## src/hw/jrx_pkg.sv

```systemverilog
/*
 * Constants for the receive link control register bank: register addresses,
 * field positions, reset values and encodings.
 * Assumes a single-byte, MSB-first serial control port with 15-bit addresses.
 */
package jrx_pkg;
	// ****************************************
	// Serial frame layout
	// ****************************************
	localparam int JRX_ADDR_W = 15;
	localparam int JRX_INSTR_BITS = 16;
	localparam int JRX_FRAME_BITS = 24;

	// ****************************************
	// Register addresses
	// ****************************************
	localparam logic [14:0] JRX_A_SERDES_STATUS = 15'h0281;
	localparam logic [14:0] JRX_A_REF_PREDIV = 15'h0289;
	localparam logic [14:0] JRX_A_TERM_CAL = 15'h02A7;
	localparam logic [14:0] JRX_A_GEN_CTRL = 15'h0300;
	localparam logic [14:0] JRX_A_SUBCLASS = 15'h0301;
	localparam logic [14:0] JRX_A_LATENCY = 15'h0302;
	localparam logic [14:0] JRX_A_RX_DELAY = 15'h0304;
	localparam logic [14:0] JRX_A_CHK_0 = 15'h040E;
	localparam logic [14:0] JRX_A_CHK_1 = 15'h041E;
	localparam logic [14:0] JRX_A_CHK_2 = 15'h0426;
	localparam logic [14:0] JRX_A_CFG_FIRST = 15'h0450;
	localparam logic [14:0] JRX_A_CFG_LAST = 15'h045C;
	localparam int JRX_CFG_N = 13;

	// ****************************************
	// Field positions
	// ****************************************
	localparam int JRX_B_TERM_CAL = 0;
	localparam int JRX_B_CHK_METHOD = 6;
	localparam int JRX_B_LINK_EN = 0;
	localparam int JRX_B_VCO_CAL = 2;

	// ****************************************
	// Reset values and encodings
	// ****************************************
	localparam logic [2:0] JRX_SUBCLASS_RST = 3'h1;
	localparam logic [2:0] JRX_SUBCLASS_0 = 3'h0;
	localparam logic [1:0] JRX_PREDIV_RST = 2'h0;
	localparam logic [1:0] JRX_PREDIV_4 = 2'h0;
	localparam logic [1:0] JRX_PREDIV_2 = 2'h1;
	localparam logic [1:0] JRX_PREDIV_1 = 2'h2;
	localparam logic [2:0] JRX_FACTOR_4 = 3'h4;
	localparam logic [2:0] JRX_FACTOR_2 = 3'h2;
	localparam logic [2:0] JRX_FACTOR_1 = 3'h1;
	localparam logic [3:0] JRX_ALL_LANES = 4'hF;
endpackage : jrx_pkg

```

## src/hw/jrx_link_ctrl.sv

```systemverilog
/*
 * Receive link control and status register bank with serial control port,
 * checksum engine, receive multiframe clock delay and latency measurement.
 * Assumes all inputs, including the serial port pins, are synchronous to
 * sys_clk and that frame and processing clock rates arrive as enable pulses.
 */
`timescale 1ns/100ps

// What this block does
// [RULE1] Pre-divide code 01 divides the SERDES PLL reference by two.
// [RULE2] Pre-divide code 10 passes the SERDES PLL reference undivided.
// [RULE3] Code 00 divides by four; software keeps the divided reference in 35-80 MHz.
// [RULE4] Rising edge of termination bit starts calibration; steady level does not.
// [RULE5] Checksum method 0 sums the individual link configuration fields.
// [RULE6] Checksum method 1 sums packed configuration registers 0x450-0x45C modulo 256.
// [RULE7] Computed checksum reads back at 0x40E, 0x41E and 0x426.
// [RULE8] Software enables the link only after PLL lock, PHY on and VCO calibration done.
// [RULE9] Status bit 2 shows whether a VCO calibration is running.
// [RULE10] Three-bit subclass field: 000 subclass 0, 001 subclass 1, resets to 1.
// [RULE11] Read-only five-bit latency from receive multiframe clock to last lane boundary.
// [RULE12] Receive multiframe clock lags the local one by the programmed five-bit delay.
// [RULE13] Reserved bits read zero and writing them changes nothing.
module jrx_link_ctrl (
	input wire logic sys_clk,
	input wire logic rstn,
	input wire logic spi_csb_n,
	input wire logic spi_sclk,
	input wire logic spi_sdio_in,
	output logic spi_sdio_out,
	output logic spi_sdio_oe,
	input wire logic [5:0] serdes_pll_status,
	input wire logic frame_clk_en,
	input wire logic pclk_en,
	input wire logic local_lmfc,
	input wire logic [3:0] lane_lmfc_boundary,
	output logic [2:0] ref_predivide_factor,
	output logic termination_cal_trigger,
	output logic link_enable,
	output logic [2:0] local_subclass_select,
	output logic rx_lmfc
);
	// ****************************************
	// Storage
	// ****************************************
	logic sclk_d;
	logic [4:0] bit_cnt;
	logic [15:0] instr;
	logic [7:0] wr_shift;
	logic [7:0] rd_shift;
	logic wr_commit;
	logic [14:0] wr_addr;
	logic [7:0] wr_data;
	logic [1:0] ref_clock_predivide_select;
	logic term_cal_bit;
	logic term_cal_bit_d;
	logic checksum_method;
	logic link_en_bit;
	logic [2:0] subclass_field;
	logic [4:0] multiframe_rx_offset;
	logic [4:0] measured_arrival_skew;
	logic [7:0] cfg_mem [0:12];
	logic [7:0] computed_checksum_regs;
	logic [7:0] next_checksum;
	logic [4:0] delay_cnt;
	logic delay_busy;
	logic [4:0] skew_cnt;
	logic [3:0] lanes_seen;
	logic [3:0] next_seen;
	logic delay_tick;
	logic sclk_rise;
	logic sclk_fall;

	// ****************************************
	// Decode helpers
	// ****************************************
	function automatic logic cfg_hit(input logic [14:0] a);
		cfg_hit = (a >= jrx_pkg::JRX_A_CFG_FIRST) && (a <= jrx_pkg::JRX_A_CFG_LAST);
	endfunction : cfg_hit

	function automatic logic [3:0] cfg_idx(input logic [14:0] a);
		logic [14:0] d;
		d = a - jrx_pkg::JRX_A_CFG_FIRST;
		cfg_idx = d[3:0];
	endfunction : cfg_idx

	function automatic logic [7:0] read_mux(input logic [14:0] a);
		read_mux = 8'h00; // RULE13
		case (a)
			jrx_pkg::JRX_A_SERDES_STATUS: read_mux = {2'b00, serdes_pll_status}; // RULE9
			jrx_pkg::JRX_A_REF_PREDIV: read_mux = {6'h00, ref_clock_predivide_select};
			jrx_pkg::JRX_A_TERM_CAL: read_mux = {7'h00, term_cal_bit};
			jrx_pkg::JRX_A_GEN_CTRL: read_mux = {1'b0, checksum_method, 5'h00, link_en_bit};
			jrx_pkg::JRX_A_SUBCLASS: read_mux = {5'h00, subclass_field};
			jrx_pkg::JRX_A_LATENCY: read_mux = {3'h0, measured_arrival_skew}; // RULE11
			jrx_pkg::JRX_A_RX_DELAY: read_mux = {3'h0, multiframe_rx_offset};
			jrx_pkg::JRX_A_CHK_0,
			jrx_pkg::JRX_A_CHK_1,
			jrx_pkg::JRX_A_CHK_2: read_mux = computed_checksum_regs; // RULE7
			default: begin
				if (cfg_hit(a)) begin
					read_mux = cfg_mem[cfg_idx(a)];
				end
			end
		endcase
	endfunction : read_mux

	// Sum of the separately packed link fields, each field counted on its own
	function automatic logic [7:0] field_sum(input logic [103:0] c);
		logic [7:0] s;
		s = c[7:0];
		s = s + {4'h0, c[11:8]};
		s = s + {3'h0, c[20:16]};
		s = s + {7'h00, c[31]} + {3'h0, c[28:24]};
		s = s + c[39:32];
		s = s + {3'h0, c[44:40]};
		s = s + c[55:48];
		s = s + {6'h00, c[63:62]} + {3'h0, c[60:56]};
		s = s + {5'h00, c[71:69]} + {3'h0, c[68:64]};
		s = s + {5'h00, c[79:77]} + {3'h0, c[76:72]};
		s = s + {7'h00, c[87]} + {3'h0, c[84:80]};
		field_sum = s;
	endfunction : field_sum

	assign sclk_rise = spi_sclk & ~sclk_d & ~spi_csb_n;
	assign sclk_fall = ~spi_sclk & sclk_d & ~spi_csb_n;

	// ****************************************
	// Serial control port
	// ****************************************
	always_ff @(posedge sys_clk or negedge rstn) begin
		if (!rstn) begin
			sclk_d <= 1'b0;
		end else begin
			sclk_d <= spi_sclk;
		end
	end

	always_ff @(posedge sys_clk or negedge rstn) begin
		if (!rstn) begin
			bit_cnt <= 5'h00;
			instr <= 16'h0000;
			wr_shift <= 8'h00;
			wr_commit <= 1'b0;
			wr_addr <= 15'h0000;
			wr_data <= 8'h00;
		end else begin
			wr_commit <= 1'b0;
			if (spi_csb_n) begin
				bit_cnt <= 5'h00;
			end else if (sclk_rise && bit_cnt < 5'(jrx_pkg::JRX_FRAME_BITS)) begin
				bit_cnt <= bit_cnt + 5'h01;
				if (bit_cnt < 5'(jrx_pkg::JRX_INSTR_BITS)) begin
					instr <= {instr[14:0], spi_sdio_in};
				end else begin
					wr_shift <= {wr_shift[6:0], spi_sdio_in};
				end
				if (bit_cnt == 5'(jrx_pkg::JRX_FRAME_BITS - 1) && !instr[15]) begin
					wr_commit <= 1'b1;
					wr_addr <= instr[14:0];
					wr_data <= {wr_shift[6:0], spi_sdio_in};
				end
			end
		end
	end

	// Read data is launched on falling edges once the instruction is complete
	always_ff @(posedge sys_clk or negedge rstn) begin
		if (!rstn) begin
			rd_shift <= 8'h00;
			spi_sdio_out <= 1'b0;
			spi_sdio_oe <= 1'b0;
		end else if (spi_csb_n) begin
			spi_sdio_oe <= 1'b0;
			spi_sdio_out <= 1'b0;
		end else if (sclk_fall && instr[15]) begin
			if (bit_cnt == 5'(jrx_pkg::JRX_INSTR_BITS)) begin
				spi_sdio_oe <= 1'b1;
				{spi_sdio_out, rd_shift} <= {read_mux(instr[14:0]), 1'b0};
			end else if (bit_cnt > 5'(jrx_pkg::JRX_INSTR_BITS)
					&& bit_cnt < 5'(jrx_pkg::JRX_FRAME_BITS)) begin
				spi_sdio_out <= rd_shift[7];
				rd_shift <= {rd_shift[6:0], 1'b0};
			end else begin
				spi_sdio_oe <= 1'b0;
			end
		end
	end

	// ****************************************
	// Writable registers
	// ****************************************
	always_ff @(posedge sys_clk or negedge rstn) begin
		if (!rstn) begin
			ref_clock_predivide_select <= jrx_pkg::JRX_PREDIV_RST;
			term_cal_bit <= 1'b0;
			checksum_method <= 1'b0;
			link_en_bit <= 1'b0;
			subclass_field <= jrx_pkg::JRX_SUBCLASS_RST; // RULE10
			multiframe_rx_offset <= 5'h00;
		end else if (wr_commit) begin
			case (wr_addr)
				jrx_pkg::JRX_A_REF_PREDIV: ref_clock_predivide_select <= wr_data[1:0];
				jrx_pkg::JRX_A_TERM_CAL: term_cal_bit <= wr_data[jrx_pkg::JRX_B_TERM_CAL];
				jrx_pkg::JRX_A_GEN_CTRL: begin
					checksum_method <= wr_data[jrx_pkg::JRX_B_CHK_METHOD];
					link_en_bit <= wr_data[jrx_pkg::JRX_B_LINK_EN]; // RULE8
				end
				jrx_pkg::JRX_A_SUBCLASS: subclass_field <= wr_data[2:0]; // RULE10
				jrx_pkg::JRX_A_RX_DELAY: multiframe_rx_offset <= wr_data[4:0];
				default: begin
				end
			endcase
		end
	end

	generate
		for (genvar i = 0; i < jrx_pkg::JRX_CFG_N; i++) begin : g_cfg
			always_ff @(posedge sys_clk or negedge rstn) begin
				if (!rstn) begin
					cfg_mem[i] <= 8'h00;
				end else if (wr_commit && cfg_hit(wr_addr) && cfg_idx(wr_addr) == 4'(i)) begin
					cfg_mem[i] <= wr_data;
				end
			end
		end
	endgenerate

	// ****************************************
	// Control outputs
	// ****************************************
	always_ff @(posedge sys_clk or negedge rstn) begin
		if (!rstn) begin
			ref_predivide_factor <= jrx_pkg::JRX_FACTOR_4;
		end else begin
			case (ref_clock_predivide_select)
				jrx_pkg::JRX_PREDIV_2: ref_predivide_factor <= jrx_pkg::JRX_FACTOR_2; // RULE1
				jrx_pkg::JRX_PREDIV_1: ref_predivide_factor <= jrx_pkg::JRX_FACTOR_1; // RULE2
				jrx_pkg::JRX_PREDIV_4: ref_predivide_factor <= jrx_pkg::JRX_FACTOR_4; // RULE3
				default: ref_predivide_factor <= jrx_pkg::JRX_FACTOR_4;
			endcase
		end
	end

	always_ff @(posedge sys_clk or negedge rstn) begin
		if (!rstn) begin
			term_cal_bit_d <= 1'b0;
			termination_cal_trigger <= 1'b0;
			link_enable <= 1'b0;
			local_subclass_select <= jrx_pkg::JRX_SUBCLASS_RST;
		end else begin
			term_cal_bit_d <= term_cal_bit;
			termination_cal_trigger <= term_cal_bit & ~term_cal_bit_d; // RULE4
			link_enable <= link_en_bit;
			local_subclass_select <= subclass_field;
		end
	end

	// ****************************************
	// Link parameter checksum
	// ****************************************
	always_comb begin
		logic [7:0] s;
		s = 8'h00;
		for (int i = 0; i < jrx_pkg::JRX_CFG_N; i++) begin
			s = s + cfg_mem[i];
		end
		if (checksum_method) begin
			next_checksum = s; // RULE6
		end else begin
			next_checksum = field_sum({cfg_mem[12], cfg_mem[11], cfg_mem[10], cfg_mem[9],
				cfg_mem[8], cfg_mem[7], cfg_mem[6], cfg_mem[5], cfg_mem[4], cfg_mem[3],
				cfg_mem[2], cfg_mem[1], cfg_mem[0]}); // RULE5
		end
	end

	always_ff @(posedge sys_clk or negedge rstn) begin
		if (!rstn) begin
			computed_checksum_regs <= 8'h00;
		end else begin
			computed_checksum_regs <= next_checksum; // RULE7
		end
	end

	// ****************************************
	// Receive multiframe clock delay
	// ****************************************
	assign delay_tick = (subclass_field == jrx_pkg::JRX_SUBCLASS_0) ? pclk_en : frame_clk_en;

	always_ff @(posedge sys_clk or negedge rstn) begin
		if (!rstn) begin
			delay_cnt <= 5'h00;
			delay_busy <= 1'b0;
			rx_lmfc <= 1'b0;
		end else begin
			rx_lmfc <= 1'b0;
			if (local_lmfc) begin
				if (multiframe_rx_offset == 5'h00) begin
					rx_lmfc <= 1'b1; // RULE12
					delay_busy <= 1'b0;
				end else begin
					delay_cnt <= multiframe_rx_offset;
					delay_busy <= 1'b1;
				end
			end else if (delay_busy && delay_tick) begin
				delay_cnt <= delay_cnt - 5'h01;
				if (delay_cnt == 5'h01) begin
					rx_lmfc <= 1'b1; // RULE12
					delay_busy <= 1'b0;
				end
			end
		end
	end

	// ****************************************
	// Latency measurement
	// ****************************************
	assign next_seen = lanes_seen | lane_lmfc_boundary;

	always_ff @(posedge sys_clk or negedge rstn) begin
		if (!rstn) begin
			skew_cnt <= 5'h00;
			lanes_seen <= 4'h0;
			measured_arrival_skew <= 5'h00;
		end else if (!link_en_bit) begin
			skew_cnt <= 5'h00;
			lanes_seen <= 4'h0;
		end else if (rx_lmfc) begin
			skew_cnt <= 5'h00;
			lanes_seen <= 4'h0;
		end else if (lanes_seen != jrx_pkg::JRX_ALL_LANES) begin
			lanes_seen <= next_seen;
			if (next_seen == jrx_pkg::JRX_ALL_LANES) begin
				measured_arrival_skew <= skew_cnt; // RULE11
			end else if (pclk_en && skew_cnt != 5'h1F) begin
				skew_cnt <= skew_cnt + 5'h01;
			end
		end
	end
endmodule : jrx_link_ctrl

```

## config.mk

```make
export PLATFORM = sky130hd
export DESIGN_NAME = jrx_link_ctrl
export DESIGN_NICKNAME = d
export VERILOG_FILES = /design/src/hw/jrx_pkg.sv /design/src/hw/jrx_link_ctrl.sv
export SDC_FILE = /design/constraint.sdc
export NUM_CORES = 1
export LEC_CHECK = 0
export BUFFER_PORTS_ARGS = -buffer_cell sky130_fd_sc_hd__buf_2
export CORE_UTILIZATION = 35
export DETAILED_ROUTE_END_ITERATION = 7
export SYNTH_ARGS = -nofsm -noshare
export SYNTH_HDL_FRONTEND = slang
export SYNTH_SLANG_ARGS = --single-unit
```

## constraint.sdc

```tcl
create_clock -name sys_clk -period 11.75 [get_ports sys_clk]
set_clock_uncertainty 0.2 [all_clocks]
set_input_delay 2.35 -clock sys_clk [delete_from_list [all_inputs] [get_ports sys_clk]]
set_output_delay 2.35 -clock sys_clk [all_outputs]
set_load 0.005 [all_outputs]
```

After elaboration in Yosys (flattened, before gate mapping)
Index checks and enable logic that the tools add are counted.

Add/subtract/negate cells: 32. Order comparisons: 8. Eq/ne operators: 40. Multiplexer cells: 42. Bitwise logic cells: 13. Reductions and logical operators: 48.

Operators with widths (count): $eq A15 B10 Y1 const B (12); $add A8 B8 Y8 (14); $pmux W8 S8 (1); $add A8 B5 Y8 (7); $mux W5 (10); $mux W8 (6); $eq A15 B11 Y1 const B (3); $bmux W8 S4 (1); $ge A15 B11 Y1 const B (2); $le A15 B11 Y1 const B (2); $eq A4 B4 Y1 const B (6); $logic_and A1 B1 Y1 (22); $mux W1 (20); $reduce_and A2 Y1 (9); $add A8 B1 Y8 (2); $add A8 B3 Y8 (2); $eq A4 B3 Y1 const B (4); $reduce_and A3 Y1 (5); $mux W4 (3); $add A5 B1 Y5 const B (2); $eq A5 B5 Y1 const B (2); $lt A5 B5 Y1 const B (2); $reduce_bool A2 Y1 (5); $add A8 B2 Y8 (1); other kinds (27) (40).

Register bits after elaboration: 218. Word-level logic and storage cells: 224.

Logic depth before layout (Yosys ltp)
Gate-level depths: netlist of run 1.

Depth in word-level cells: 16. Mapped depth: 19. Gate-level depth less buffers: 19.

Worst setup path after synthesis of run 1
OpenSTA, ideal clock, no wires.

Path type: reg2reg. Start: register cfg_mem[3] in the netlist's numbering. End: register computed_checksum_regs[7]. Arrival: 4.331 ns. Setup slack: 7.140 ns. Cell stages (with the launch flop): 17. Path buffers: 0. Cells stage by stage: dfrtp_1 > inv_1 > fa_1 > inv_1 > fa_1 > fa_1 > fa_1 > inv_1 > fa_1 > inv_1 > ha_1 > a21o_1 > a21oi_1 > o21bai_1 > a21oi_1 > xnor3_1 > mux2i_1.

Cells in the longest elaborated chain, start to end: 2.

RTL lines: start: declaration (RTL line jrx_link_ctrl.sv:61) `logic [7:0] cfg_mem [0:12];`; start signal: indexed assignment (RTL line jrx_link_ctrl.sv:222) `cfg_mem[i] <= wr_data;`; $add A8 B8 Y8 (RTL line jrx_link_ctrl.sv:265) `s = s + cfg_mem[i];`; $mux W8 (RTL line jrx_link_ctrl.sv:267) `if (checksum_method) begin`; named net next_checksum[7] (RTL line jrx_link_ctrl.sv:63) `logic [7:0] next_checksum;`; end signal: assignment (RTL line jrx_link_ctrl.sv:280) `computed_checksum_regs <= next_checksum;`; end: declaration (RTL line jrx_link_ctrl.sv:62) `logic [7:0] computed_checksum_regs;`.

The timed path passes the listed nets, and every way through them passes these cells. A chain may end at the register's enable or synchronous reset.

Worst setup path in the final report of run 1
Same ends and word-level chain as after synthesis.

==> flow_summary.ini, run 1 <==
[synth]
synth_area_mm2 = 0.0136
yosysTopAreaCell = dfrtp_1
synthFlopType = dfrtp_1
yosys.area.top_type_share = 0.393
post_synth_num_cell_types = 67
syn_inst = 1103
synth_edf_count = 0
synth.avg_cell_area_um2 = 12.4
synth-seq-cells = 217
ys_seq_area_frac = 0.399
yosysWarnings = 0
synthArstFlopShare = 1.00
synth_area_leaders = dfrtp_1 39%, fa_1 17%, mux2_2 14%
syn-num-nets = 1274

[die]
dieWidth_um = 199
io_pins = 29
start_util = 0.358
die-height_um = 199
rows = 71
fp.coreArea_mm2 = 0.0380
die_area_mm2 = 0.0397

[cts]
postCtsSetupBuffers = 0
cts_resized = 0
cts_hold_buffers = 0
cts_root_buf = clkbuf_16
htree_levels = 1
cts.sinks = 217
clkTransAtPathRegs_ns = 0.06
clk_path_buf_depth = 3
clk_latency_ns = 0.55
tritoncts = yes
numCtsBuffers = 25

[detailed_routing]
vias = 8332
wl_per_cell_um = 19.6
drtIter0Drc = 519
drc = 0
antenna_left = 0
viasPerCell = 5.03
wl_um = 32400
drtPass1Iterations = 5

[setup_path]
r2r_start = cfg_mem[3]
crit_path_start = cfg_mem[3]
worstSetupPathType = reg -> reg
path_delay_family = adder cells
crit_buf_inv = 4
worst_path_max_delay_cell = fa_1
cp_max_fo = 3
worst_path_largest_cell_delay_ns = 0.56
cp_data_required_time_ns = 11.99
critPathArrivalTime_ns = 5.41
crit_path_start_kind = register
crit_chain = inv_1 > fa_1 > inv_1 > fa_1 > fa_1 > fa_1 > inv_1 > fa_1 > inv_1 > ha_1 > a21o_1 > a21oi_1 > o21bai_1 > a21oi_1 > xnor3_1 > mux2i_1
crit_top_cell = fa_1
end_kind = register

[cells_and_area]
synthToLayoutAreaGrowth_pct = 10.9
drive_gt1_frac = 0.245
final_util = 0.398
nets = 1298
final_cells = 1656
antennaDiodeCount = 0

[power_and_ir_drop]
cellLeakagePower_nw = 7.32
total_power_mw = 1.76
peakVddDrop_uv = 104
power.density_mw_per_mm2 = 116

[grt]
antenna_found_initial = 0
grtUsageTotal = 0.171
grt_max_degree = 75
grt_pass1_wl_um = 50900
first_global_vias = 8705
overflow = 0

[timing]
hold_viol_final = 0
slew_viol_final = 0
fin_setup_tns_ns = 0
whs_ns = 0.188
grt_setup_unrepaired = no
setup_viol = 0
relSlewSlack = 0.254
period_minus_slack_ns = 5.17
clock.fmax_ghz = 0.193
tightest_slew_ns = 1.11
fin_crit_sh = 0.440

[worst_hold_path]
hold_start = subclass_field[0]
hp-class = reg -> reg

[placement]
dp_hpwl_um = 23400
place_congestion = 0.839
port-buffer-count = 28
dp_cells = 1611

[job]
max-cap-violations = 0

[outcome]
status = finished, final reports clean
==> per-layer routing <==
layer	global-route usage	vias up	wire length, um	part of all wire
met5	0	-	0	0
met4	0.0493	0	818	0.025
met3	0.0231	51	1320	0.041
met2	0.286	145	15800	0.49
met1	0.230	4408	14500	0.45
li1	-	3728	-	-
==> cells by family after synthesis <==
group | count (synthesis) | synth area share
AO/OA/AOI/OAI | 89 | 0.0466
XOR/XNOR | 39 | 0.0261
adder cells (fa/ha/maj) | 153 | 0.206
buffers and inverters | 234 | 0.0680
flip-flops | 217 | 0.399
multiplexers | 202 | 0.186
AND/OR/NAND/NOR | 169 | 0.0680
==> sequential cells by signal (all words and copies together) (netlist names), 3 cells and up <==
name	flops
ref_predivide_factor	3
skew_cnt	5
wr_shift	7
multiframe_rx_offset	5
instr	16
wr_addr	15
bit_cnt	5
wr_data	8
lanes_seen	4
measured_arrival_skew	5
delay_cnt	5
rd_shift	7
computed_checksum_regs	8
cfg_mem	104
local_subclass_select	3
subclass_field	3
==> cells in the final DEF (no fill, tap or decap), types with 15 or more instances in the layout <==
cell | synthesis | final
a21oi_1 | 20 | 20
buf_2 | 8 | 27
clkbuf_16 | 0 | 25
dfrtp_1 | 214 | 213
fa_1 | 119 | 119
ha_1 | 34 | 34
inv_1 | 197 | 197
mux2_2 | 173 | 173
mux4_2 | 24 | 24
nand2_1 | 29 | 29
nor2_1 | 55 | 55
nor2b_1 | 15 | 15
xnor2_1 | 28 | 28
==> cell type report <==
class,count,area (um^2)
Fill cell,3674,22900
Multi-Input combinational cell,652,7260
Sequential cell,217,5440
Inverter,197,739
Clock buffer,38,714
Tap cell,511,639
Timing Repair Buffer,34,195
Clock inverter,7,128
==> cell usage after synthesis (15+ instances only) <==
cell      instances
nand2_1          29
a21oi_1          20
nor2b_1          15
nor2_1           55
dfrtp_1         214
ha_1             34
fa_1            119
clkbuf_1         21
mux2_2          173
xnor2_1          28
mux4_2           24
inv_1           197
==> final timing paths <==
kind                                             end  depth (start not counted)  slack [ns]
max                        computed_checksum_regs[7]                         16        6.58
min                         local_subclass_select[0]                          0        0.19
max reg2reg                computed_checksum_regs[7]                         16        6.58
min reg2reg                 local_subclass_select[0]                          0        0.19
max in group asynchronous                cfg_mem[30]                          2        8.31
min in group asynchronous                cfg_mem[60]                          1        1.60
==> worst register-to-register path, cell delays in order (launching register included) <==
cell and delay, ns:
dfrtp_1 0.38, inv_1 0.08, fa_1 0.53, inv_1 0.05, fa_1 0.51, fa_1 0.56, fa_1 0.56, inv_1 0.05
fa_1 0.54, inv_1 0.07, ha_1 0.28, a21o_1 0.18, a21oi_1 0.23, o21bai_1 0.17, a21oi_1 0.20, xnor3_1 0.22
mux2i_1 0.26
==> report_power, final <==
part           switching, mW  internal (mW)  leakage, nW  total, mW
clock                  0.316          0.486        0.408      0.802
sequential            0.0438          0.762         3.00      0.806
combinational         0.0985         0.0530         3.92      0.151
==> through the flow <==
step | setup slack (ns) | instance area (um^2)
2_1_floorplan | 7.14 | 13600
3_3_place_gp | 6.54 | 14300
3_5_place_dp | 6.49 | 14300
4_1_cts | 6.53 | 15100
5_1_grt | 6.32 | 15100
6_report | 6.58 | 15100
(Power assumes the default switching activity.)
==> run 2, diff against run 1 <==
clock period = 4.53 ns   (was 11.75 ns; I/O delays follow)
==> flow_summary.ini, run 2 (synthesis results as in run 1) <==
[outcome]
status = finished, violations left
violations = setup timing

[setup_path]
regToRegSetupSlack_ns = -0.20
crit_path_start_kind = register
worst_path_max_delay_cell = fa_1
crit_top_cell = fa_1
worst_path_largest_cell_delay_ns = 0.56
worstSetupPathType = reg -> reg
critPathArrivalTime_ns = 4.97
cp_max_fo = 3
crit_chain = buf_4 > fa_1 > fa_1 > fa_1 > fa_1 > inv_1 > fa_1 > inv_1 > ha_4 > a21oi_4 > o21bai_1 > a21oi_1 > xnor3_1 > mux2i_1
cp_data_required_time_ns = 4.77
end_kind = register

[placement]
port-buffer-count = 28
place_area_mm2 = 0.0148
place_congestion = 0.839
dp_hpwl_um = 24400
dp_worst_setup_slack_ns = -0.247
dp_cells = 1674

[timing]
period_minus_slack_ns = 4.73
clock.fmax_ghz = 0.211
whs_ns = 0.194
relSlewSlack = 0.282
hold_viol_final = 0
fin_crit_sh = 1.04
slew_viol_final = 0
setup_ws_ns = -0.200
setup_viol = 4
tightest_slew_ns = 1.07
grt_setup_unrepaired = yes

[grt]
first_global_vias = 8821
antenna_found_initial = 0
grtUsageTotal = 0.173
grt_max_degree = 93
grt_pass1_wl_um = 51300
overflow = 0

[detailed_routing]
antenna_left = 0
drtPass1Iterations = 4
wl_um = 33100
drc = 0
viasPerCell = 4.90
vias = 8510
drtIter0Drc = 532
wl_per_cell_um = 19.1

[cells_and_area]
nets = 1375
reg.largest.list = cfg_mem x104, instr x16, wr_addr x15
mostFrequentLayoutCells = 211 x dfrtp_1, 183 x inv_1, 173 x mux2_2
synthToLayoutAreaGrowth_pct = 16.3
final_common_cell = dfrtp_1
fillers = 3577
top_register = cfg_mem
final_cells = 1735
antennaDiodeCount = 0
final_area_mm2 = 0.0158
drive_gt1_frac = 0.325
multi_input_comb_area_mm2 = 0.00738
final_util = 0.417
seq_area_mm2 = 0.00544
largest_register_ffs = 104

[cts]
numCtsBuffers = 26
clk_latency_ns = 0.54
clkTransAtPathRegs_ns = 0.06
cts_root_buf = clkbuf_16
htree_levels = 1
tritoncts = yes
cts.sinks = 217
clk_path_buf_depth = 3
cts_hold_buffers = 0

[die]
dieWidth_um = 199
rows = 71
start_util = 0.358
io_pins = 29
fp.coreArea_mm2 = 0.0380
die_area_mm2 = 0.0397
die-height_um = 199

[power_and_ir_drop]
power.density_mw_per_mm2 = 288
peakVddDrop_uv = 274
cellLeakagePower_nw = 7.74

[job]
max-cap-violations = 0

[worst_hold_path]
hp-class = reg -> reg
run 2: changes by cell type in the layout (fill, tap and decap cells not counted), moves of 5 or more:
cell,change
a21oi_1,-5
inv_1,-14
buf_4,+73
ha_1,-5
fa_2,+8
fa_1,-8
inv_2,+14
run 2: timing repair:
| action | 4_1_cts | 5_1_grt |
|---|---|---|
| setup endpoints to repair | 5 | 5 |
| hold endpoints to repair | 0 | 0 |
| setup buffers | 3 | 11 |
| pin swaps | 19 | 45 |
| resized for setup | 11 | 27 |
run 2: area by class of cell:
type                    instances  area share
clock buffers                  40      0.0488
multi-input cells             652       0.466
flip-flops and latches        217       0.343
inverters                     197      0.0467
repair buffers                110      0.0496
well taps                     511      0.0404
clock inverters                 8     0.00529
run 2: worst paths after layout:
kind                                    from                         to  depth (start not counted)
max                              cfg_mem[68]  computed_checksum_regs[7]                         14
min                        subclass_field[0]   local_subclass_select[0]                          0
max reg2reg                      cfg_mem[68]  computed_checksum_regs[7]                         14
min reg2reg                subclass_field[0]   local_subclass_select[0]                          0
max in group asynchronous               rstn   local_subclass_select[0]                          2
min in group asynchronous               rstn               cfg_mem[101]                          1
run 2: metal layers:
layer	track usage	up-vias	wire length [um]
met4	0.0479	0	793
met5	0	-	0
met1	0.236	4422	15100
met2	0.288	149	16100
li1	-	3898	-
met3	0.0209	41	1180
run 2: metrics by stage:
step                setup TNS [ns]  power, mW
floorplan                 -0.00402       2.34
global placement            -0.582       2.53
detailed placement          -0.913       2.53
CTS                         -0.597       4.61
global route                 -1.17       4.74
finish                      -0.459       4.56
run 2: power breakdown:
| group | total, mW | internal (mW) | leakage, nW | switching (mW) |
|---|---|---|---|---|
| sequential | 2.11 | 1.98 | 2.99 | 0.134 |
| clock | 2.06 | 1.23 | 0.424 | 0.825 |
| combinational | 0.393 | 0.147 | 4.32 | 0.246 |
| total | 4.56 | 3.36 | 7.74 | 1.20 |
run 2: worst max-delay path: cells and delay by family, from the launching register on:
family	cells	cell delay [ns]
flops	1	0.40
mux	1	0.18
fa+ha+maj	6	2.94
buf+inv	3	0.28
xor+xnor	1	0.25
compound gates	3	0.40
